## config.mk

```make
export PLATFORM = sky130hd
export DESIGN_NAME = cscs_top
export DESIGN_NICKNAME = d
export VERILOG_FILES = /design/src/core/cscs_pkg.sv /design/src/core/cscs_timer_if.sv /design/src/core/cscs_sync.sv /design/src/core/cscs_timer.sv /design/src/core/cscs_top.sv
export VERILOG_INCLUDE_DIRS = /design/src /design/src/core
export SDC_FILE = /design/constraint.sdc
export NUM_CORES = 1
export LEC_CHECK = 0
export CAP_MARGIN = 20
export CORE_MARGIN = 1.5
export CORE_UTILIZATION = 35
export DETAILED_ROUTE_END_ITERATION = 12
export DONT_BUFFER_PORTS = 1
export PLACE_DENSITY = 0.49
export REMOVE_ABC_BUFFERS = 1
export SYNTH_ARGS = -nofsm -noshare
export SYNTH_HDL_FRONTEND = slang
export SYNTH_HIERARCHICAL = 1
export SYNTH_SLANG_ARGS = --single-unit
```

## constraint.sdc

```tcl
create_clock -name sys_clk_i -period 4.7 [get_ports sys_clk_i]
set_clock_uncertainty 0.05 [all_clocks]
set_input_delay 0 -clock sys_clk_i [delete_from_list [all_inputs] [get_ports sys_clk_i]]
set_output_delay 0 -clock sys_clk_i [all_outputs]
set_load 0.02 [all_outputs]
```

## src/core/cscs_cfg.svh

```systemverilog
// Offsets, field positions, codes and timing counts of the sequencer
`ifndef CSCS_CFG_SVH
`define CSCS_CFG_SVH

// ****************************************************************
// Register offsets (byte addresses)
// ****************************************************************
`define CSCS_ADDR_CMD 8'h00
`define CSCS_ADDR_ARG 8'h04
`define CSCS_ADDR_MODE 8'h08
`define CSCS_ADDR_ERR 8'h0c
`define CSCS_ADDR_STAT 8'h10

// ****************************************************************
// Command word fields and opcodes
// ****************************************************************
`define CSCS_CMD_FLAG_BIT 4
`define CSCS_CMD_HASARG_BIT 5
`define CSCS_OP_MODE_SWITCH 4'h1
`define CSCS_OP_PASS_CHANGE 4'h2
`define CSCS_OP_CUR_SEL 4'h3
`define CSCS_OP_CUR_VAL 4'h4
`define CSCS_OP_MON_SEL 4'h5
`define CSCS_OP_VOLT_SEL 4'h6
`define CSCS_OP_VOLT_VAL 4'h7
`define CSCS_OP_SAVE 4'h8
`define CSCS_OP_OV_CAL 4'h9
`define CSCS_OP_INST_RESET 4'ha

// ****************************************************************
// Error codes and storage selectors
// ****************************************************************
`define CSCS_ERR_NONE 3'h0
`define CSCS_ERR_PASSWORD 3'h2
`define CSCS_ERR_NOT_ENABLED 3'h3
`define CSCS_ERR_SEQUENCE 3'h6
`define CSCS_ERR_REG_STATE 3'h7
`define CSCS_NV_PASS 3'h0
`define CSCS_NV_VOLT 3'h1
`define CSCS_NV_CURR 3'h2
`define CSCS_NV_MON 3'h3
`define CSCS_NV_OV 3'h4

// ****************************************************************
// Reset values and timing
// ****************************************************************
`define CSCS_PASS_DEFAULT 16'h1234
`define CSCS_CLK_MHZ 250
`define CSCS_OV_CAL_MS 3000
`define CSCS_OV_CAL_CYCLES (32'd`CSCS_OV_CAL_MS * 32'd1000 * 32'd`CSCS_CLK_MHZ)

`endif

```

## src/core/cscs_pkg.sv

```systemverilog
// Types shared by the calibration command sequencer
`default_nettype none
package cscs_pkg;
  typedef enum logic [4:0] {
    ST_IDLE = 5'b00001,
    ST_SAVE_V = 5'b00010,
    ST_SAVE_C = 5'b00100,
    ST_SAVE_M = 5'b01000,
    ST_OV = 5'b10000
  } cscs_state_e;

  typedef enum logic [3:0] {
    SQ_NONE = 4'b0001,
    SQ_LO_SEL = 4'b0010,
    SQ_LO_DONE = 4'b0100,
    SQ_HI_SEL = 4'b1000
  } cscs_seq_e;

  typedef logic [3:0] cscs_op_t;
endpackage : cscs_pkg
`default_nettype wire

```

## src/core/cscs_timer_if.sv

```systemverilog
// Start and done handshake between sequencer and trip timer
`default_nettype none
interface cscs_timer_if;
  logic start;
  logic done;
  modport ctl (output start, input done);
  modport tmr (input start, output done);
endinterface : cscs_timer_if
`default_nettype wire

```

## src/core/cscs_sync.sv

```systemverilog
// Two-flop synchroniser for one pin level
`default_nettype none
module cscs_sync (
  input wire logic sys_clk_i,
  input wire logic rst_n_i,
  input wire logic d_i,
  output logic q_o
);
  logic meta;
  logic next_meta;
  logic next_q;

  always_comb
  begin
    next_meta = d_i;
    next_q = meta;
  end

  always_ff @(posedge sys_clk_i)
  begin
    if (!rst_n_i)
    begin
      meta <= 1'b0;
      q_o <= 1'b0;
    end
    else
    begin
      meta <= next_meta;
      q_o <= next_q;
    end
  end
endmodule : cscs_sync
`default_nettype wire

```

## src/core/cscs_timer.sv

```systemverilog
// Self-timed run of the overvoltage trip calibration
`default_nettype none
module cscs_timer #(
  parameter logic [31:0] CYCLES = 32'd16
) (
  input wire logic sys_clk_i,
  input wire logic rst_n_i,
  cscs_timer_if.tmr tif
);
  logic [31:0] count;
  logic busy;
  logic done;
  logic [31:0] next_count;
  logic next_busy;
  logic next_done;

  assign tif.done = done;

  always_comb
  begin
    next_count = count;
    next_busy = busy;
    next_done = 1'b0;
    if (tif.start)
    begin
      next_count = CYCLES - 32'd1;
      next_busy = 1'b1;
    end
    else if (busy && count == 32'd0)
    begin
      next_busy = 1'b0;
      next_done = 1'b1;
    end
    else if (busy)
      next_count = count - 32'd1;
  end

  always_ff @(posedge sys_clk_i)
  begin
    if (!rst_n_i)
    begin
      count <= 32'h0;
      busy <= 1'b0;
      done <= 1'b0;
    end
    else
    begin
      count <= next_count;
      busy <= next_busy;
      done <= next_done;
    end
  end

  // Done only after a running count
  timer_done_a: assert property (
    @(posedge sys_clk_i) disable iff (!rst_n_i)
    done |-> $past(busy) && !busy)
    else $error("trip timer done without a run");
endmodule : cscs_timer
`default_nettype wire

```

## src/core/cscs_top.sv

```systemverilog
// Calibration command sequencer with register port and storage port
//
// The implementer's own choices: the placing of the registers and the strobed register port.
`include "cscs_cfg.svh"
`default_nettype none

// What this block does
// - Monitor point select puts the current entry on the monitor point.
// - Password change accepted only while calibration mode is enabled.
// - Stored password defaults to a fixed four-digit model value.
// - Zero password lets mode enable succeed without an argument.
// - New password goes to nonvolatile storage at once.
// - Save writes completed calibration constants to nonvolatile storage.
// - Every command but the mode switch and instrument reset is rejected while disabled.
// - Missing or wrong password with nonzero store flags error, stays off.
// - Mode query returns only the mode bit, never the password.
// - Leaving calibration mode discards unsaved constants.
// - Both voltage points entered gives volatile voltage constants.
// - Trip calibration runs by itself and stores its constant directly.
// - Trip calibration takes seconds; commands written meanwhile are ignored.
// - Password mismatch reports error code 2.
// - Command while mode is disabled reports error code 3.
// - Out-of-order point selection or entry reports error code 6.
// - Wrong regulation state for a command reports error code 7.
module cscs_top #(
  parameter logic [31:0] OV_CAL_CYCLES = `CSCS_OV_CAL_CYCLES
) (
  input wire logic sys_clk_i,
  input wire logic rst_n_i,
  input wire logic [7:0] addr_i,
  input wire logic [31:0] wdata_i,
  input wire logic wr_i,
  input wire logic rd_i,
  output logic [31:0] rdata_o,
  input wire logic cv_i,
  input wire logic cc_i,
  input wire logic [15:0] ov_level_i,
  output logic nv_wr_o,
  output logic [2:0] nv_sel_o,
  output logic [31:0] nv_data_o,
  output logic cal_mode_o,
  output logic busy_o
);
  // ****************************************************************
  // Pin synchronisers and trip timer
  // ****************************************************************
  logic cv_s;
  logic cc_s;
  cscs_timer_if tif ();

  cscs_sync u_sync_cv (
    .sys_clk_i(sys_clk_i),
    .rst_n_i(rst_n_i),
    .d_i(cv_i),
    .q_o(cv_s)
  );

  cscs_sync u_sync_cc (
    .sys_clk_i(sys_clk_i),
    .rst_n_i(rst_n_i),
    .d_i(cc_i),
    .q_o(cc_s)
  );

  cscs_timer #(.CYCLES(OV_CAL_CYCLES)) u_timer (
    .sys_clk_i(sys_clk_i),
    .rst_n_i(rst_n_i),
    .tif(tif.tmr)
  );

  // ****************************************************************
  // Command state
  // ****************************************************************
  cscs_pkg::cscs_state_e state, next_state;
  cscs_pkg::cscs_seq_e vseq, next_vseq, cseq, next_cseq;
  cscs_pkg::cscs_op_t op;
  logic mode, next_mode;
  logic [15:0] pw, next_pw;
  logic [15:0] arg, next_arg;
  logic [15:0] vlo, next_vlo, vhi, next_vhi;
  logic [15:0] clo, next_clo, chi, next_chi, mon, next_mon;
  logic vpend, next_vpend, cpend, next_cpend, mpend, next_mpend;
  logic cur_mon, next_cur_mon;
  logic tstart, next_tstart;
  logic next_nv_wr;
  logic [2:0] next_nv_sel;
  logic [31:0] next_nv_data;
  logic [2:0] err_ev;
  logic cmd_go, flag, has_arg;

  assign op = cscs_pkg::cscs_op_t'(wdata_i[3:0]);
  assign flag = wdata_i[`CSCS_CMD_FLAG_BIT];
  assign has_arg = wdata_i[`CSCS_CMD_HASARG_BIT];
  assign cmd_go = wr_i && addr_i == `CSCS_ADDR_CMD
    && state == cscs_pkg::ST_IDLE;
  assign tif.start = tstart;

  always_comb
  begin
    next_state = state;
    next_vseq = vseq;
    next_cseq = cseq;
    next_mode = mode;
    next_pw = pw;
    next_arg = arg;
    next_vlo = vlo;
    next_vhi = vhi;
    next_clo = clo;
    next_chi = chi;
    next_mon = mon;
    next_vpend = vpend;
    next_cpend = cpend;
    next_mpend = mpend;
    next_cur_mon = cur_mon;
    next_tstart = 1'b0;
    next_nv_wr = 1'b0;
    next_nv_sel = `CSCS_NV_PASS;
    next_nv_data = 32'h0;
    err_ev = `CSCS_ERR_NONE;
    if (wr_i && addr_i == `CSCS_ADDR_ARG)
      next_arg = wdata_i[15:0];
    case (state)
      cscs_pkg::ST_IDLE:
      begin
        if (!cmd_go)
          next_state = cscs_pkg::ST_IDLE;
        else if (op == `CSCS_OP_INST_RESET)
          next_mode = 1'b0;
        else if (op == `CSCS_OP_MODE_SWITCH)
        begin
          if (!flag)
            next_mode = 1'b0;
          else if (pw == 16'h0)
            next_mode = 1'b1;
          else if (!has_arg || arg != pw)
            err_ev = `CSCS_ERR_PASSWORD;
          else
            next_mode = 1'b1;
        end
        else if (!mode)
        begin
          if (op >= `CSCS_OP_PASS_CHANGE && op <= `CSCS_OP_OV_CAL)
            err_ev = `CSCS_ERR_NOT_ENABLED;
        end
        else
        begin
          case (op)
            `CSCS_OP_PASS_CHANGE:
            begin
              next_pw = arg;
              next_nv_wr = 1'b1;
              next_nv_sel = `CSCS_NV_PASS;
              next_nv_data = {16'h0, arg};
            end
            `CSCS_OP_CUR_SEL:
            begin
              next_cur_mon = 1'b0;
              if (!flag)
                next_cseq = cscs_pkg::SQ_LO_SEL;
              else if (cseq == cscs_pkg::SQ_LO_DONE)
                next_cseq = cscs_pkg::SQ_HI_SEL;
              else
                err_ev = `CSCS_ERR_SEQUENCE;
            end
            `CSCS_OP_CUR_VAL:
            begin
              if (cur_mon)
              begin
                next_mon = arg;
                next_mpend = 1'b1;
                next_cpend = 1'b0;
                next_cur_mon = 1'b0;
              end
              else if (cseq == cscs_pkg::SQ_LO_SEL)
              begin
                next_clo = arg;
                next_cseq = cscs_pkg::SQ_LO_DONE;
              end
              else if (cseq == cscs_pkg::SQ_HI_SEL)
              begin
                next_chi = arg;
                next_cpend = 1'b1;
                next_cseq = cscs_pkg::SQ_NONE;
              end
              else
                err_ev = `CSCS_ERR_SEQUENCE;
            end
            `CSCS_OP_MON_SEL:
            begin
              if (!cc_s)
                err_ev = `CSCS_ERR_REG_STATE;
              else
              begin
                next_cur_mon = 1'b1;
                next_cseq = cscs_pkg::SQ_NONE;
              end
            end
            `CSCS_OP_VOLT_SEL:
            begin
              if (!flag)
                next_vseq = cscs_pkg::SQ_LO_SEL;
              else if (vseq == cscs_pkg::SQ_LO_DONE)
                next_vseq = cscs_pkg::SQ_HI_SEL;
              else
                err_ev = `CSCS_ERR_SEQUENCE;
            end
            `CSCS_OP_VOLT_VAL:
            begin
              if (vseq == cscs_pkg::SQ_LO_SEL)
              begin
                next_vlo = arg;
                next_vseq = cscs_pkg::SQ_LO_DONE;
              end
              else if (vseq == cscs_pkg::SQ_HI_SEL)
              begin
                next_vhi = arg;
                next_vpend = 1'b1;
                next_vseq = cscs_pkg::SQ_NONE;
              end
              else
                err_ev = `CSCS_ERR_SEQUENCE;
            end
            `CSCS_OP_SAVE:
              next_state = cscs_pkg::ST_SAVE_V;
            `CSCS_OP_OV_CAL:
            begin
              if (!cv_s)
                err_ev = `CSCS_ERR_REG_STATE;
              else
              begin
                next_tstart = 1'b1;
                next_state = cscs_pkg::ST_OV;
              end
            end
            default:
              next_state = cscs_pkg::ST_IDLE;
          endcase
        end
      end
      cscs_pkg::ST_SAVE_V:
      begin
        next_nv_wr = vpend;
        next_nv_sel = `CSCS_NV_VOLT;
        next_nv_data = {vhi, vlo};
        next_vpend = 1'b0;
        next_state = cscs_pkg::ST_SAVE_C;
      end
      cscs_pkg::ST_SAVE_C:
      begin
        next_nv_wr = cpend;
        next_nv_sel = `CSCS_NV_CURR;
        next_nv_data = {chi, clo};
        next_cpend = 1'b0;
        next_state = cscs_pkg::ST_SAVE_M;
      end
      cscs_pkg::ST_SAVE_M:
      begin
        next_nv_wr = mpend;
        next_nv_sel = `CSCS_NV_MON;
        next_nv_data = {16'h0, mon};
        next_mpend = 1'b0;
        next_state = cscs_pkg::ST_IDLE;
      end
      cscs_pkg::ST_OV:
      begin
        if (tif.done)
        begin
          next_nv_wr = 1'b1;
          next_nv_sel = `CSCS_NV_OV;
          next_nv_data = {16'h0, ov_level_i};
          next_state = cscs_pkg::ST_IDLE;
        end
      end
      default:
        next_state = cscs_pkg::ST_IDLE;
    endcase
    if (!next_mode)
    begin
      next_vpend = 1'b0;
      next_cpend = 1'b0;
      next_mpend = 1'b0;
      next_cur_mon = 1'b0;
      next_vseq = cscs_pkg::SQ_NONE;
      next_cseq = cscs_pkg::SQ_NONE;
    end
  end

  always_ff @(posedge sys_clk_i)
  begin
    if (!rst_n_i)
    begin
      state <= cscs_pkg::ST_IDLE;
      vseq <= cscs_pkg::SQ_NONE;
      cseq <= cscs_pkg::SQ_NONE;
      mode <= 1'b0;
      pw <= `CSCS_PASS_DEFAULT;
      arg <= 16'h0;
      vlo <= 16'h0;
      vhi <= 16'h0;
      clo <= 16'h0;
      chi <= 16'h0;
      mon <= 16'h0;
      vpend <= 1'b0;
      cpend <= 1'b0;
      mpend <= 1'b0;
      cur_mon <= 1'b0;
      tstart <= 1'b0;
      nv_wr_o <= 1'b0;
      nv_sel_o <= `CSCS_NV_PASS;
      nv_data_o <= 32'h0;
    end
    else
    begin
      state <= next_state;
      vseq <= next_vseq;
      cseq <= next_cseq;
      mode <= next_mode;
      pw <= next_pw;
      arg <= next_arg;
      vlo <= next_vlo;
      vhi <= next_vhi;
      clo <= next_clo;
      chi <= next_chi;
      mon <= next_mon;
      vpend <= next_vpend;
      cpend <= next_cpend;
      mpend <= next_mpend;
      cur_mon <= next_cur_mon;
      tstart <= next_tstart;
      nv_wr_o <= next_nv_wr;
      nv_sel_o <= next_nv_sel;
      nv_data_o <= next_nv_data;
    end
  end

  // ****************************************************************
  // Register read port and error code
  // ****************************************************************
  logic [2:0] err, next_err;
  logic [31:0] next_rdata;
  logic next_busy;

  always_comb
  begin
    next_rdata = 32'h0;
    next_busy = next_state != cscs_pkg::ST_IDLE;
    if (rd_i)
    begin
      case (addr_i)
        `CSCS_ADDR_ARG: next_rdata = {16'h0, arg};
        `CSCS_ADDR_MODE: next_rdata = {31'h0, mode};
        `CSCS_ADDR_ERR: next_rdata = {29'h0, err};
        `CSCS_ADDR_STAT: next_rdata = {25'h0, cc_s, cv_s, cur_mon,
          mpend, cpend, vpend, state != cscs_pkg::ST_IDLE};
        default: next_rdata = 32'h0;
      endcase
    end
    // New error wins over read clear
    if (err_ev != `CSCS_ERR_NONE)
      next_err = err_ev;
    else if (rd_i && addr_i == `CSCS_ADDR_ERR)
      next_err = `CSCS_ERR_NONE;
    else
      next_err = err;
  end

  always_ff @(posedge sys_clk_i)
  begin
    if (!rst_n_i)
    begin
      err <= `CSCS_ERR_NONE;
      rdata_o <= 32'h0;
      cal_mode_o <= 1'b0;
      busy_o <= 1'b0;
    end
    else
    begin
      err <= next_err;
      rdata_o <= next_rdata;
      cal_mode_o <= next_mode;
      busy_o <= next_busy;
    end
  end

  // ****************************************************************
  // Checks
  // ****************************************************************
  mode_query_a: assert property (
    @(posedge sys_clk_i) disable iff (!rst_n_i)
    rd_i && addr_i == `CSCS_ADDR_MODE |=> rdata_o == {31'h0, mode})
    else $error("mode query shows more than the mode");
  pass_gate_a: assert property (
    @(posedge sys_clk_i) disable iff (!rst_n_i)
    cmd_go && op == `CSCS_OP_PASS_CHANGE && !mode |=> $stable(pw))
    else $error("password changed while disabled");
  zero_pass_a: assert property (
    @(posedge sys_clk_i) disable iff (!rst_n_i)
    cmd_go && op == `CSCS_OP_MODE_SWITCH && flag && pw == 16'h0
    |=> mode && $stable(err))
    else $error("zero password did not open mode");
  bad_pass_a: assert property (
    @(posedge sys_clk_i) disable iff (!rst_n_i)
    cmd_go && op == `CSCS_OP_MODE_SWITCH && flag && pw != 16'h0
    && !has_arg && !mode |=> !mode && err == `CSCS_ERR_PASSWORD)
    else $error("missing password accepted");
  gate_cmd_a: assert property (
    @(posedge sys_clk_i) disable iff (!rst_n_i)
    cmd_go && !mode && op == `CSCS_OP_SAVE
    |=> err == `CSCS_ERR_NOT_ENABLED && state == cscs_pkg::ST_IDLE)
    else $error("command taken while disabled");
  pass_store_a: assert property (
    @(posedge sys_clk_i) disable iff (!rst_n_i)
    cmd_go && mode && op == `CSCS_OP_PASS_CHANGE
    |=> nv_wr_o && nv_sel_o == `CSCS_NV_PASS && nv_data_o[15:0] == pw)
    else $error("password not stored at once");
  discard_a: assert property (
    @(posedge sys_clk_i) disable iff (!rst_n_i)
    $fell(mode) |-> !vpend && !cpend && !mpend)
    else $error("unsaved constants kept after disable");
  seq_err_a: assert property (
    @(posedge sys_clk_i) disable iff (!rst_n_i)
    cmd_go && mode && op == `CSCS_OP_VOLT_VAL
    && vseq == cscs_pkg::SQ_NONE |=> err == `CSCS_ERR_SEQUENCE)
    else $error("entry without point accepted");
  state_err_a: assert property (
    @(posedge sys_clk_i) disable iff (!rst_n_i)
    cmd_go && mode && op == `CSCS_OP_OV_CAL && !cv_s
    |=> err == `CSCS_ERR_REG_STATE && state == cscs_pkg::ST_IDLE)
    else $error("trip run without CV");
  volt_hold_a: assert property (
    @(posedge sys_clk_i) disable iff (!rst_n_i)
    cmd_go && mode && op == `CSCS_OP_VOLT_VAL
    && vseq == cscs_pkg::SQ_HI_SEL |=> vpend && !nv_wr_o)
    else $error("voltage constants not held volatile");
  save_volt_a: assert property (
    @(posedge sys_clk_i) disable iff (!rst_n_i)
    state == cscs_pkg::ST_SAVE_V && vpend
    |=> nv_wr_o && nv_sel_o == `CSCS_NV_VOLT ##1 !vpend)
    else $error("save skipped voltage constants");
  ov_store_a: assert property (
    @(posedge sys_clk_i) disable iff (!rst_n_i)
    state == cscs_pkg::ST_OV && tif.done
    |=> nv_wr_o && nv_sel_o == `CSCS_NV_OV && state == cscs_pkg::ST_IDLE)
    else $error("trip constant not stored");
  reset_mode_a: assert property (
    @(posedge sys_clk_i) disable iff (!rst_n_i)
    cmd_go && op == `CSCS_OP_INST_RESET |=> !mode && !cal_mode_o)
    else $error("instrument reset left mode on");
endmodule : cscs_top
`default_nettype wire

```

==> impl_summary.txt, run 1 <==
----------------------------------------------------
[Placed design]
  Detailed placer's ending HPWL ... ~18000 µm
  Global placement routability congestion ... around 0.8
  Post-detailed-placement cell area ... 0.00990 mm²
  Pre-CTS worst setup slack ... 1.54 ns
  Buffers on Ports ... 0

[GRT]
  Largest net degree at the start of global routing ... 59
  Gr ovfl total ... 0
  Vias in the first global route ... 8035
  Number of antenna violations at the first check in global routing ... 1
  All-layer global routing usage ... 20.0%
  Global-route wire length before repair ... 46000 µm

[Clock tree]
  Sink count of the clock tree ... 225
  Post-CTS clock slew at the launch and capture registers of the worst setup and hold paths ... 0.06 ns
  Clock Tree Root ... sky130_fd_sc_hd__clkbuf_16
  Clock latency reported for the late side of the worst-skew pair ... between 0.5 and 0.6 ns
  Number of levels in the clock H-tree ... 1
  Longest Clk Path Bufs ... 3
  Clock tree from TritonCTS ... built
  Num CTS Buffers ... 26

[Synth]
  Most common flop cell mapped by yosys ... sky130_fd_sc_hd__dfxtp_1
  Post-synth EDFFs ... 0
  Async S/R FF share, synth ... 0%
  Summed instance area of the synthesized netlist ... 0.00992 mm²
  Synthesized instance count ... ~1200
  Warnings, synthesis ... 6
  Share of synthesized area occupied by flip-flops and latches ... 45.4%
  Number of unique standard cell types used by synthesis ... 80
  Count of state elements after synthesis ... around 230
  Mean instance size in the synthesized netlist ... between 8 and 9 µm²

[Drt]
  Total number of vias ... 8473
  Final wirelength ... slightly below 30000 µm
  Post-DRT Antenna Nets ... 0
  DRC ... 0
  Drt initial violations ... between 600 and 700
  Drt wl/cell ... ~19 µm
  Post-DR vias/cell ... 5.40
  Number of iterations in the first detailed-routing pass ... 5

[Job]
  Max cap viols ... 0

[Power and ir drop]
  PD cells ... between 300 and 400 mW/mm²
  Final Total Pwr ... between 3 and 4 mW
  Peak supply drop ... approximately 0.26 mV
  Leakage dissipation ... ~3.8 nW

[Cells and area]
  Layout filler cell count ... 2848
  Multi-input combinational cell area ... approximately 0.0048 mm²
  Layout net count ... 1240
  Fraction of final layout cells sized beyond drive strength 1 ... just under 10%
  Commonest non-fill, non-tap cells in the layout ... sky130_fd_sc_hd__nand2_1 (244), sky130_fd_sc_hd__dfxtp_1 (225), sky130_fd_sc_hd__a21oi_1 (113)
  Most common cell after layout, fill and taps aside ... sky130_fd_sc_hd__nand2_1
  Reg area ... between 0.004 and 0.005 mm²
  Area added between synthesis and finish ... 14.8%
  Design Area, Final ... 0.0114 mm²
  Final core area utilization ... roughly two fifths

[Timing]
  Setup slack of the critical path after layout ... 1.50 ns
  Max-slew violation total from the final report ... 0
  Slew at the pin closest to its max-slew limit ... 1.09 ns
  Count of endpoints failing hold in the final timing report ... 0
  Total negative setup slack ... 0 ns
  Share of the clock period used by the worst path after layout ... 68.2%
  Post-layout minimum cycle time ... between 3 and 4 ns
  Setup repair after global routing missed its margin ... false
  Final-report setup violation count ... 0
  Peak clock frequency supported by timing ... ~310 MHz
  Slew headroom ... 27.4%

[Worst setup path]
  Type of element capturing the critical path ... register
  Maximum fanout along the worst path ... 16
  Critical path class ... reg -> reg
  Endpoint required time on the critical path ... 5.04 ns
  Startpoint kind of the worst setup timing path ... register
  CP Data Arrival Time ... 3.54 ns

[Floorplanning]
  Die ar. ... ~0.03 mm²
  Number of ports placed on the die boundary ... about 130
  Num rows ... 61
  Effective utilization at floorplan ... 35.6%
  Placeable core area ... 0.0279 mm²
  Chip Height ... ~170 µm
  Die X-Extent ... 171 µm

[Worst hold path]
  Worst min-delay path category ... in -> reg

[Run status]
  Result of the run ... finished clean

----------------------------------------------------
==> report_power, final <==
part / leakage (nW) / internal, mW / switching (mW) / total, mW
clock network: 0.386 / 1.13 / 0.781 / 1.91
logic: 1.58 / 0.0440 / 0.0794 / 0.123
registers: 1.81 / 1.91 / 0.00186 / 1.91
==> area by class of cell <==
| class | count | share of cell area [%] |
|---|---|---|
| sequential | 225 | 39.6 |
| inverter | 11 | 0.385 |
| clock inverter | 5 | 0.461 |
| clock buffer | 35 | 6.46 |
| multi-input combinational | 836 | 42.3 |
| timing repair buffer | 77 | 6.70 |
| tap | 378 | 4.15 |
| antenna | 1 | 0.0220 |
==> worst max-delay path, stage by stage (launching register included) <==
cell and delay (ns):
sky130_fd_sc_hd__dfxtp_1 0.51, sky130_fd_sc_hd__or4b_4 0.53, sky130_fd_sc_hd__nand2b_4 0.20, sky130_fd_sc_hd__nor3_1 0.55, sky130_fd_sc_hd__nand3_1 0.84, sky130_fd_sc_hd__nand2_1 0.31
sky130_fd_sc_hd__a21oi_2 0.07
==> sequential cells by signal, summed over array words and instances (netlist names), 3 cells and up <==
register,count
arg,16
chi,16
clo,16
cseq,4
err,3
mon,16
nv_data_o,32
nv_sel_o,3
pw,16
rdata_o,16
state,5
u_timer/count,32
vhi,16
vlo,16
vseq,4
==> Yosys cell counts, drive strengths merged (5+ instances only) <==
cell	count	area share, %
nand2b	17	1.1
clkbuf	62	2.4
nor4	26	1.6
o31a	23	2.0
a22oi	23	1.7
and3	11	0.71
dfxtp	225	45
buf	47	4.2
or2	6	0.40
nor3	19	1.1
o21ai	13	0.66
nand3	31	1.6
a31oi	18	1.1
and2	16	1.0
nand4	9	0.57
a21oi	133	7.5
nor2	58	2.3
o31ai	7	0.67
or3	13	0.82
inv	10	0.38
xor2	17	1.5
nand2	264	10
o21a	12	0.91
xnor2	5	0.44
or4	15	1.2
nand4b	5	0.44
a222oi	16	1.6
nor4b	8	0.77
==> through the flow <==
step / hold WS (ns) / instances
after global routing: 0.0595 / 1568
after floorplan: 0.0218 / 1072
after global placement: 0.0406 / 1459
after CTS: 0.00953 / 1566
final: 0.0369 / 1568
after detailed placement: 0.0518 / 1459
==> layer usage <==
layer,track usage [%],vias to the layer above,wire length (µm)
li1,-,4116,-
met1,26.9,4072,13600
met2,32.9,239,13500
met3,3.06,46,1430
met4,6.29,0,801
met5,0,-,0
==> cells by family (layout without fill, tap and decap cells) <==
family,count (synthesis),count (layout),synth area share (%)
xor gates and xnor gates,22,22,1.94
muxes,5,5,0.517
DFF,225,225,45.4
buffers and inverters,120,128,6.95
adders and majority gates,1,1,0.126
AOI/OAI and AO/OA,275,275,19.2
other,1,17,0.0378
and+or+nand+nor,517,517,25.9
==> path summary, 6_finish.rpt <==
check	startpoint	endpoint	slack, ns	cells after the start
max	state[0]	chi[9]	1.50	6
min	addr_i[6]	err[1]	0.04	5
max reg2reg	state[0]	chi[9]	1.50	6
min reg2reg	u_sync_cc/meta	u_sync_cc/q_o	0.37	1
==> timing repair <==
action                                 in CTS  in global routing
resized for setup                           0                  0
endpoints found under the hold margin     177                  0
hold buffers                               67                  0
buffers inserted                            0                  0
Power figures use the tool's default switching activity.
==> inputs of run 2 (changes only) <==
Clock period 4.7 ns to 3.05 ns, I/O delays scaled along.
==> run 2 against run 1 <==
Net effect:
- utilization rose by 1.5 points
- critical path depth rose by 2
- register-to-register slack got worse by 1.3 ns
- largest power group is now clock
- cell count rose by 2.6%
- die area did not move
- combinational power rose by 59%
- critical endpoint is now pw[4]
- worst hold slack got worse by 0.011 ns
- maximum frequency rose by 11%
- flip-flop and latch count did not move
- largest cell class unchanged
- sequential share of layout area fell by 1.4 points
==> impl_summary.txt, run 2 (same netlist as run 1, synthesis figures left out) <==
----------------------------------------------------
[Clock tree]
  Post-CTS clock slew at the launch and capture registers of the worst setup and hold paths ... 0.06 ns (about the same)
  Num CTS Buffers ... 26 (unchanged)
  Number of levels in the clock H-tree ... 1 (unchanged)
  Sink count of the clock tree ... 225 (unchanged)
  Clock latency reported for the late side of the worst-skew pair ... 0.53 ns (about the same)
  Longest Clk Path Bufs ... 3 (unchanged)
  Clock Tree Root ... sky130_fd_sc_hd__clkbuf_16 (unchanged)
  Clock tree from TritonCTS ... built (unchanged)
  Total setup buffers inserted after CTS ... 0 (unchanged)
  Count of cells resized by post-cts repair ... 0 (unchanged)

[GRT]
  All-layer global routing usage ... 20.4% (was 20.0%)
  Global-route wire length before repair ... 46700 µm (was 46000 µm)
  Number of antenna violations at the first check in global routing ... 0 (was 1)
  Largest net degree at the start of global routing ... 58 (was 59)
  Vias in the first global route ... 8224 (was 8035)
  Gr ovfl total ... 0 (unchanged)

[Drt]
  DRC ... 0 (unchanged)
  Final wirelength ... 29700 µm (was 29300 µm)
  Post-DR vias/cell ... 5.28 (was 5.40)
  Drt initial violations ... 728 (was 663)
  Drt wl/cell ... 18.5 µm (was 18.7 µm)
  Number of iterations in the first detailed-routing pass ... 5 (unchanged)
  Total number of vias ... 8491 (was 8473)
  Post-DRT Antenna Nets ... 0 (unchanged)

[Power and ir drop]
  Peak supply drop ... 0.364 mV (was 0.257 mV)
  PD cells ... 561 mW/mm² (was 347 mW/mm²)
  Leakage dissipation ... 4.05 nW (was 3.78 nW)
  Final Total Pwr ... 6.62 mW (was 3.95 mW)

[Placed design]
  Post-detailed-placement cell area ... 0.0102 mm² (was 0.00990 mm²)
  Detailed placer's ending HPWL ... 18500 µm (was 17700 µm)
  Global placement routability congestion ... 0.811 (was 0.797)
  Buffers on Ports ... 0 (unchanged)
  Number of placed instances, taps included ... 1498 (was 1459)

[Timing]
  Peak clock frequency supported by timing ... 346 MHz (was 312 MHz)
  Setup repair after global routing missed its margin ... false (unchanged)
  Slew headroom ... 36.7% (was 27.4%)
  Slew at the pin closest to its max-slew limit ... 0.947 ns (was 1.09 ns)
  Max-slew violation total from the final report ... 0 (unchanged)
  Post-layout minimum cycle time ... 2.89 ns (was 3.20 ns)
  Final-report setup violation count ... 0 (unchanged)
  Share of the clock period used by the worst path after layout ... 94.8% (was 68.2%)
  Count of endpoints failing hold in the final timing report ... 0 (unchanged)
  Total negative setup slack ... 0 ns (unchanged)

[Floorplanning]
  Number of ports placed on the die boundary ... 132 (unchanged)
  Die X-Extent ... 171 µm (unchanged)
  Die ar. ... 0.0294 mm² (unchanged)
  Chip Height ... 171 µm (unchanged)
  Effective utilization at floorplan ... 35.6% (unchanged)
  Placeable core area ... 0.0279 mm² (unchanged)
  Num rows ... 61 (unchanged)

[Job]
  Max cap viols ... 0 (unchanged)

[Cells and area]
  Final core area utilization ... 42.4% (was 40.9%)
  Layout filler cell count ... 2803 (was 2848)
  Final std cells w/o fill ... 1609 (was 1568)
  Most common cell after layout, fill and taps aside ... sky130_fd_sc_hd__nand2_1 (unchanged)
  Antenna Diode Count ... 0 (was 1)
  Design Area, Final ... 0.0118 mm² (was 0.0114 mm²)
  Multi-input combinational cell area ... 0.00481 mm² (unchanged)
  Fraction of final layout cells sized beyond drive strength 1 ... 13.2% (was 9.84%)
  Area added between synthesis and finish ... 18.9% (was 14.8%)
  Reg area ... 0.00450 mm² (unchanged)
  Layout net count ... 1274 (was 1240)
  Biggest regs ... nv_data_o x32, u_timer/count x32 (unchanged)
  Commonest non-fill, non-tap cells in the layout ... sky130_fd_sc_hd__nand2_1 (244), sky130_fd_sc_hd__dfxtp_1 (225), sky130_fd_sc_hd__a21oi_1 (113) (unchanged)

[Worst hold path]
  Worst min-delay path category ... in -> reg (unchanged)

[Worst setup path]
  Critical path class ... reg -> reg (unchanged)
  Startpoint kind of the worst setup timing path ... register (unchanged)
  Maximum fanout along the worst path ... 16 (unchanged)
  Endpoint required time on the critical path ... 3.48 ns (was 5.04 ns)
  CP Data Arrival Time ... 3.32 ns (was 3.54 ns)
  Type of element capturing the critical path ... register (unchanged)

[Run status]
  Result of the run ... finished clean (unchanged)

----------------------------------------------------
==> run 2: changes by cell type in the layout (fill, tap and decap cells not counted) <==
| cell | change |
|---|---|
| sky130_fd_sc_hd__clkinv_8 | +1 |
| sky130_fd_sc_hd__buf_8 | -1 |
| sky130_fd_sc_hd__bufinv_16 | +5 |
| sky130_fd_sc_hd__clkinvlp_4 | -1 |
| sky130_fd_sc_hd__clkbuf_8 | +3 |
| sky130_fd_sc_hd__clkbuf_16 | -1 |
| sky130_fd_sc_hd__buf_4 | +39 |
| sky130_fd_sc_hd__diode_2 | -1 |
| sky130_fd_sc_hd__clkbuf_1 | +1 |
| sky130_fd_sc_hd__dlygate4sd3_1 | -4 |
==> run 2: path summary, 6_finish.rpt <==
check                               startpoint             to  slack (ns)  depth (start not counted)
worst max-delay path                  state[0]          pw[4]        0.16                          8
worst min-delay path                wdata_i[3]         err[0]        0.03                          4
worst max register to register        state[0]          pw[4]        0.16                          8
worst min register to register  u_sync_cc/meta  u_sync_cc/q_o        0.37                          1
==> run 2: through the flow <==
stage               hold slack (ns)  worst slack [ns]
floorplan                    0.0218            -0.817
global placement             0.0408             0.366
detailed placement           0.0406             0.358
CTS                         0.00271             0.193
global route                 0.0428            0.0313
finish                       0.0256             0.160
==> run 2: cell type report <==
class / instances / area share (%)
clock buffer: 38 / 6.40
clock inverter: 10 / 1.79
inverter: 11 / 0.371
multi-input combinational: 836 / 40.8
sequential: 225 / 38.2
tap: 378 / 4.01
timing repair buffer: 111 / 8.48
==> run 2: routing by layer <==
metal  routed length [µm]  GRT usage (%)  share of wire [%]  vias up
li1                     -              -                  -     4178
met1                13800           27.5                 46     4023
met2                13600           33.9                 46      246
met3                 1660           3.29                5.6       44
met4                  648           5.34                2.2        0
met5                    0              0                  0        -
==> run 2: worst max-delay path: stages (launching register included) <==
cell and delay [ns]:
sky130_fd_sc_hd__dfxtp_1 0.51, sky130_fd_sc_hd__or4b_4 0.53, sky130_fd_sc_hd__nand2b_4 0.19, sky130_fd_sc_hd__nor3_2 0.44
sky130_fd_sc_hd__and2_1 0.20, sky130_fd_sc_hd__buf_4 0.22, sky130_fd_sc_hd__nand2_1 0.08, sky130_fd_sc_hd__nand3_1 0.08
sky130_fd_sc_hd__dlygate4sd3_1 0.54
==> run 2: power breakdown <==
part	internal [mW]	switching [mW]	total [mW]
combinational	0.0693	0.127	0.196
sequential	2.94	0.00221	2.94
clock	2.22	1.26	3.48
==> run 2: timing repair <==
item,in CTS,in global routing
endpoints found under the hold margin,157,0
hold buffers,63,0
setup endpoints to repair,0,0
==> inputs of run 3 (changes only) <==
Settings changed: CTS_BUF_LIST set to sky130_fd_sc_hd__clkbuf_8, PLACE_DENSITY 0.49 to not set.
==> run 3 against run 2 <==
Net effect:
- combinational power rose by 3%
- largest power group unchanged
- die area did not move
- via count rose by 2.4%
- worst hold slack improved by 0.013 ns
- total power fell by 2.2%
- routed wire length fell by 3.4%
- critical path type is now in -> reg
- maximum frequency fell by 3.8%
- non-clock buffer count fell by 5
- critical endpoint is now cpend
==> impl_summary.txt, run 3 (same netlist as run 1, synthesis figures left out) <==
----------------------------------------------------
[Run status]
  Result of the run ... finished clean (unchanged)

[Floorplanning]
  Number of ports placed on the die boundary ... 132 (unchanged)
  Num rows ... 61 (unchanged)
  Chip Height ... 171 µm (unchanged)
  Die X-Extent ... 171 µm (unchanged)
  Effective utilization at floorplan ... 35.6% (unchanged)
  Placeable core area ... 0.0279 mm² (unchanged)
  Die ar. ... 0.0294 mm² (unchanged)

[Power and ir drop]
  Peak supply drop ... 0.300 mV (was 0.364 mV)
  PD cells ... 550 mW/mm² (was 561 mW/mm²)
  Leakage dissipation ... 4.10 nW (was 4.05 nW)

[Timing]
  Share of the clock period used by the worst path after layout ... 98.5% (was 94.8%)
  Max-slew violation total from the final report ... 0 (unchanged)
  Slew at the pin closest to its max-slew limit ... 0.905 ns (was 0.947 ns)
  Setup repair after global routing missed its margin ... false (unchanged)
  Final-report setup violation count ... 0 (unchanged)
  Total negative setup slack ... 0 ns (unchanged)
  Slew headroom ... 39.6% (was 36.7%)
  Post-layout minimum cycle time ... 3.00 ns (was 2.89 ns)
  Count of endpoints failing hold in the final timing report ... 0 (unchanged)
  Peak clock frequency supported by timing ... 333 MHz (was 346 MHz)

[Worst setup path]
  CP Data Arrival Time ... 3.40 ns (was 3.32 ns)
  Critical path class ... in -> reg (was reg -> reg)
  Startpoint kind of the worst setup timing path ... primary input (was register)
  Maximum fanout along the worst path ... 13 (was 16)
  Endpoint required time on the critical path ... 3.44 ns (was 3.48 ns)
  Type of element capturing the critical path ... register (unchanged)

[GRT]
  Largest net degree at the start of global routing ... 48 (was 58)
  Number of antenna violations at the first check in global routing ... 2 (was 0)
  Gr ovfl total ... 0 (unchanged)
  All-layer global routing usage ... 19.6% (was 20.4%)
  Vias in the first global route ... 8087 (was 8224)
  Global-route wire length before repair ... 44800 µm (was 46700 µm)

[Cells and area]
  Reg area ... 0.00450 mm² (unchanged)
  Most common cell after layout, fill and taps aside ... sky130_fd_sc_hd__nand2_1 (unchanged)
  Design Area, Final ... 0.0118 mm² (about the same)
  Layout filler cell count ... 2811 (was 2803)
  Commonest non-fill, non-tap cells in the layout ... sky130_fd_sc_hd__nand2_1 (243), sky130_fd_sc_hd__dfxtp_1 (225), sky130_fd_sc_hd__a21oi_1 (113) (was sky130_fd_sc_hd__nand2_1 (244), sky130_fd_sc_hd__dfxtp_1 (225), sky130_fd_sc_hd__a21oi_1 (113))
  Multi-input combinational cell area ... 0.00483 mm² (was 0.00481 mm²)
  Fraction of final layout cells sized beyond drive strength 1 ... 14.7% (was 13.2%)
  Final std cells w/o fill ... 1626 (was 1609)
  Area added between synthesis and finish ... 18.6% (was 18.9%)
  Layout net count ... 1283 (was 1274)
  Biggest regs ... nv_data_o x32, u_timer/count x32 (unchanged)

[Job]
  Max cap viols ... 0 (unchanged)

[Drt]
  DRC ... 0 (unchanged)
  Final wirelength ... 28700 µm (was 29700 µm)
  Total number of vias ... 8693 (was 8491)
  Post-DR vias/cell ... 5.35 (was 5.28)
  Number of iterations in the first detailed-routing pass ... 8 (was 5)
  Post-DRT Antenna Nets ... 0 (unchanged)
  Drt wl/cell ... 17.7 µm (was 18.5 µm)
  Drt initial violations ... 692 (was 728)

[Clock tree]
  Clock Tree Root ... sky130_fd_sc_hd__clkbuf_8 (was sky130_fd_sc_hd__clkbuf_16)
  Clock latency reported for the late side of the worst-skew pair ... 0.55 ns (was 0.53 ns)
  Number of levels in the clock H-tree ... 2 (was 1)
  Post-CTS clock slew at the launch and capture registers of the worst setup and hold paths ... 0.05 ns (was 0.06 ns)
  Clock tree from TritonCTS ... built (unchanged)
  Sink count of the clock tree ... 225 (unchanged)
  Longest Clk Path Bufs ... 3 (unchanged)
  Num CTS Buffers ... 40 (was 26)

[Placed design]
  Global placement routability congestion ... 0.832 (was 0.811)
  Buffers on Ports ... 0 (unchanged)
  Number of placed instances, taps included ... 1497 (was 1498)
  Post-detailed-placement cell area ... 0.0102 mm² (about the same)
  Detailed placer's ending HPWL ... 18300 µm (was 18500 µm)

[Worst hold path]
  Worst min-delay path category ... in -> reg (unchanged)

----------------------------------------------------
run 3: area by class of cell:
| type | instances | area share [%] |
|---|---|---|
| Antenna cell | 2 | 0.0425 |
| Clock buffer | 49 | 5.73 |
| Clock inverter | 19 | 2.32 |
| Inverter | 11 | 0.362 |
| Multi-Input combinational cell | 836 | 41.0 |
| Sequential cell | 225 | 38.3 |
| Tap cell | 378 | 4.02 |
| Timing Repair Buffer | 106 | 8.21 |
run 3: path summary, 6_finish.rpt:
| check | slack (ns) | start | cells past startpoint | endpoint |
|---|---|---|---|---|
| setup / recovery | 0.05 | addr_i[6] | 9 | cpend |
| hold / removal | 0.04 | addr_i[4] | 5 | busy_o |
| setup reg to reg | 0.21 | state[0] | 7 | pw[9] |
| hold reg to reg | 0.40 | clo[1] | 2 | clo[1] |
run 3: worst max-delay path, stage by stage:
cell                            delay (ns)
sky130_fd_sc_hd__dlygate4sd3_1        0.54
sky130_fd_sc_hd__nor2_1               0.15
sky130_fd_sc_hd__dlygate4sd3_1        0.62
sky130_fd_sc_hd__nand4_1              0.12
sky130_fd_sc_hd__dlygate4sd3_1        0.64
sky130_fd_sc_hd__nor2_1               0.23
sky130_fd_sc_hd__mux2_2               0.37
sky130_fd_sc_hd__a211o_2              0.44
sky130_fd_sc_hd__nor4_1               0.28
run 3: metal layers:
layer / routed length [µm] / vias up / GRT usage, %
met5: 0 / - / 0
met4: 797 / 0 / 7.13
met3: 1600 / 57 / 3.41
met2: 13700 / 291 / 32.5
met1: 12600 / 4142 / 25.4
li1: - / 4203 / -
run 3: through the flow:
stage / worst slack (ns) / utilization, % / hold slack [ns] / total power [mW]
floorplan: -0.817 / - / 0.0218 / 3.09
global placement: 0.374 / 36.6 / 0.0362 / 3.12
detailed placement: 0.347 / 36.6 / 0.0380 / 3.12
CTS: 0.0430 / 42.1 / 0.00342 / 6.53
global route: 0.000568 / 42.2 / 0.0736 / 6.69
finish: 0.0451 / 42.2 / 0.0389 / 6.47
run 3: power by group:
part	switching [mW]	leakage [nW]	internal [mW]	total [mW]
logic	0.129	1.77	0.0715	0.201
registers	0.00285	1.81	2.94	2.95
clock network	1.27	0.514	2.05	3.33
run 3: what timing repair did:
item,in CTS,in global routing
setup endpoints to repair,0,7
hold buffers,58,1
hold endpoints to repair,146,7
setup buffers,0,0
resized for setup,0,5
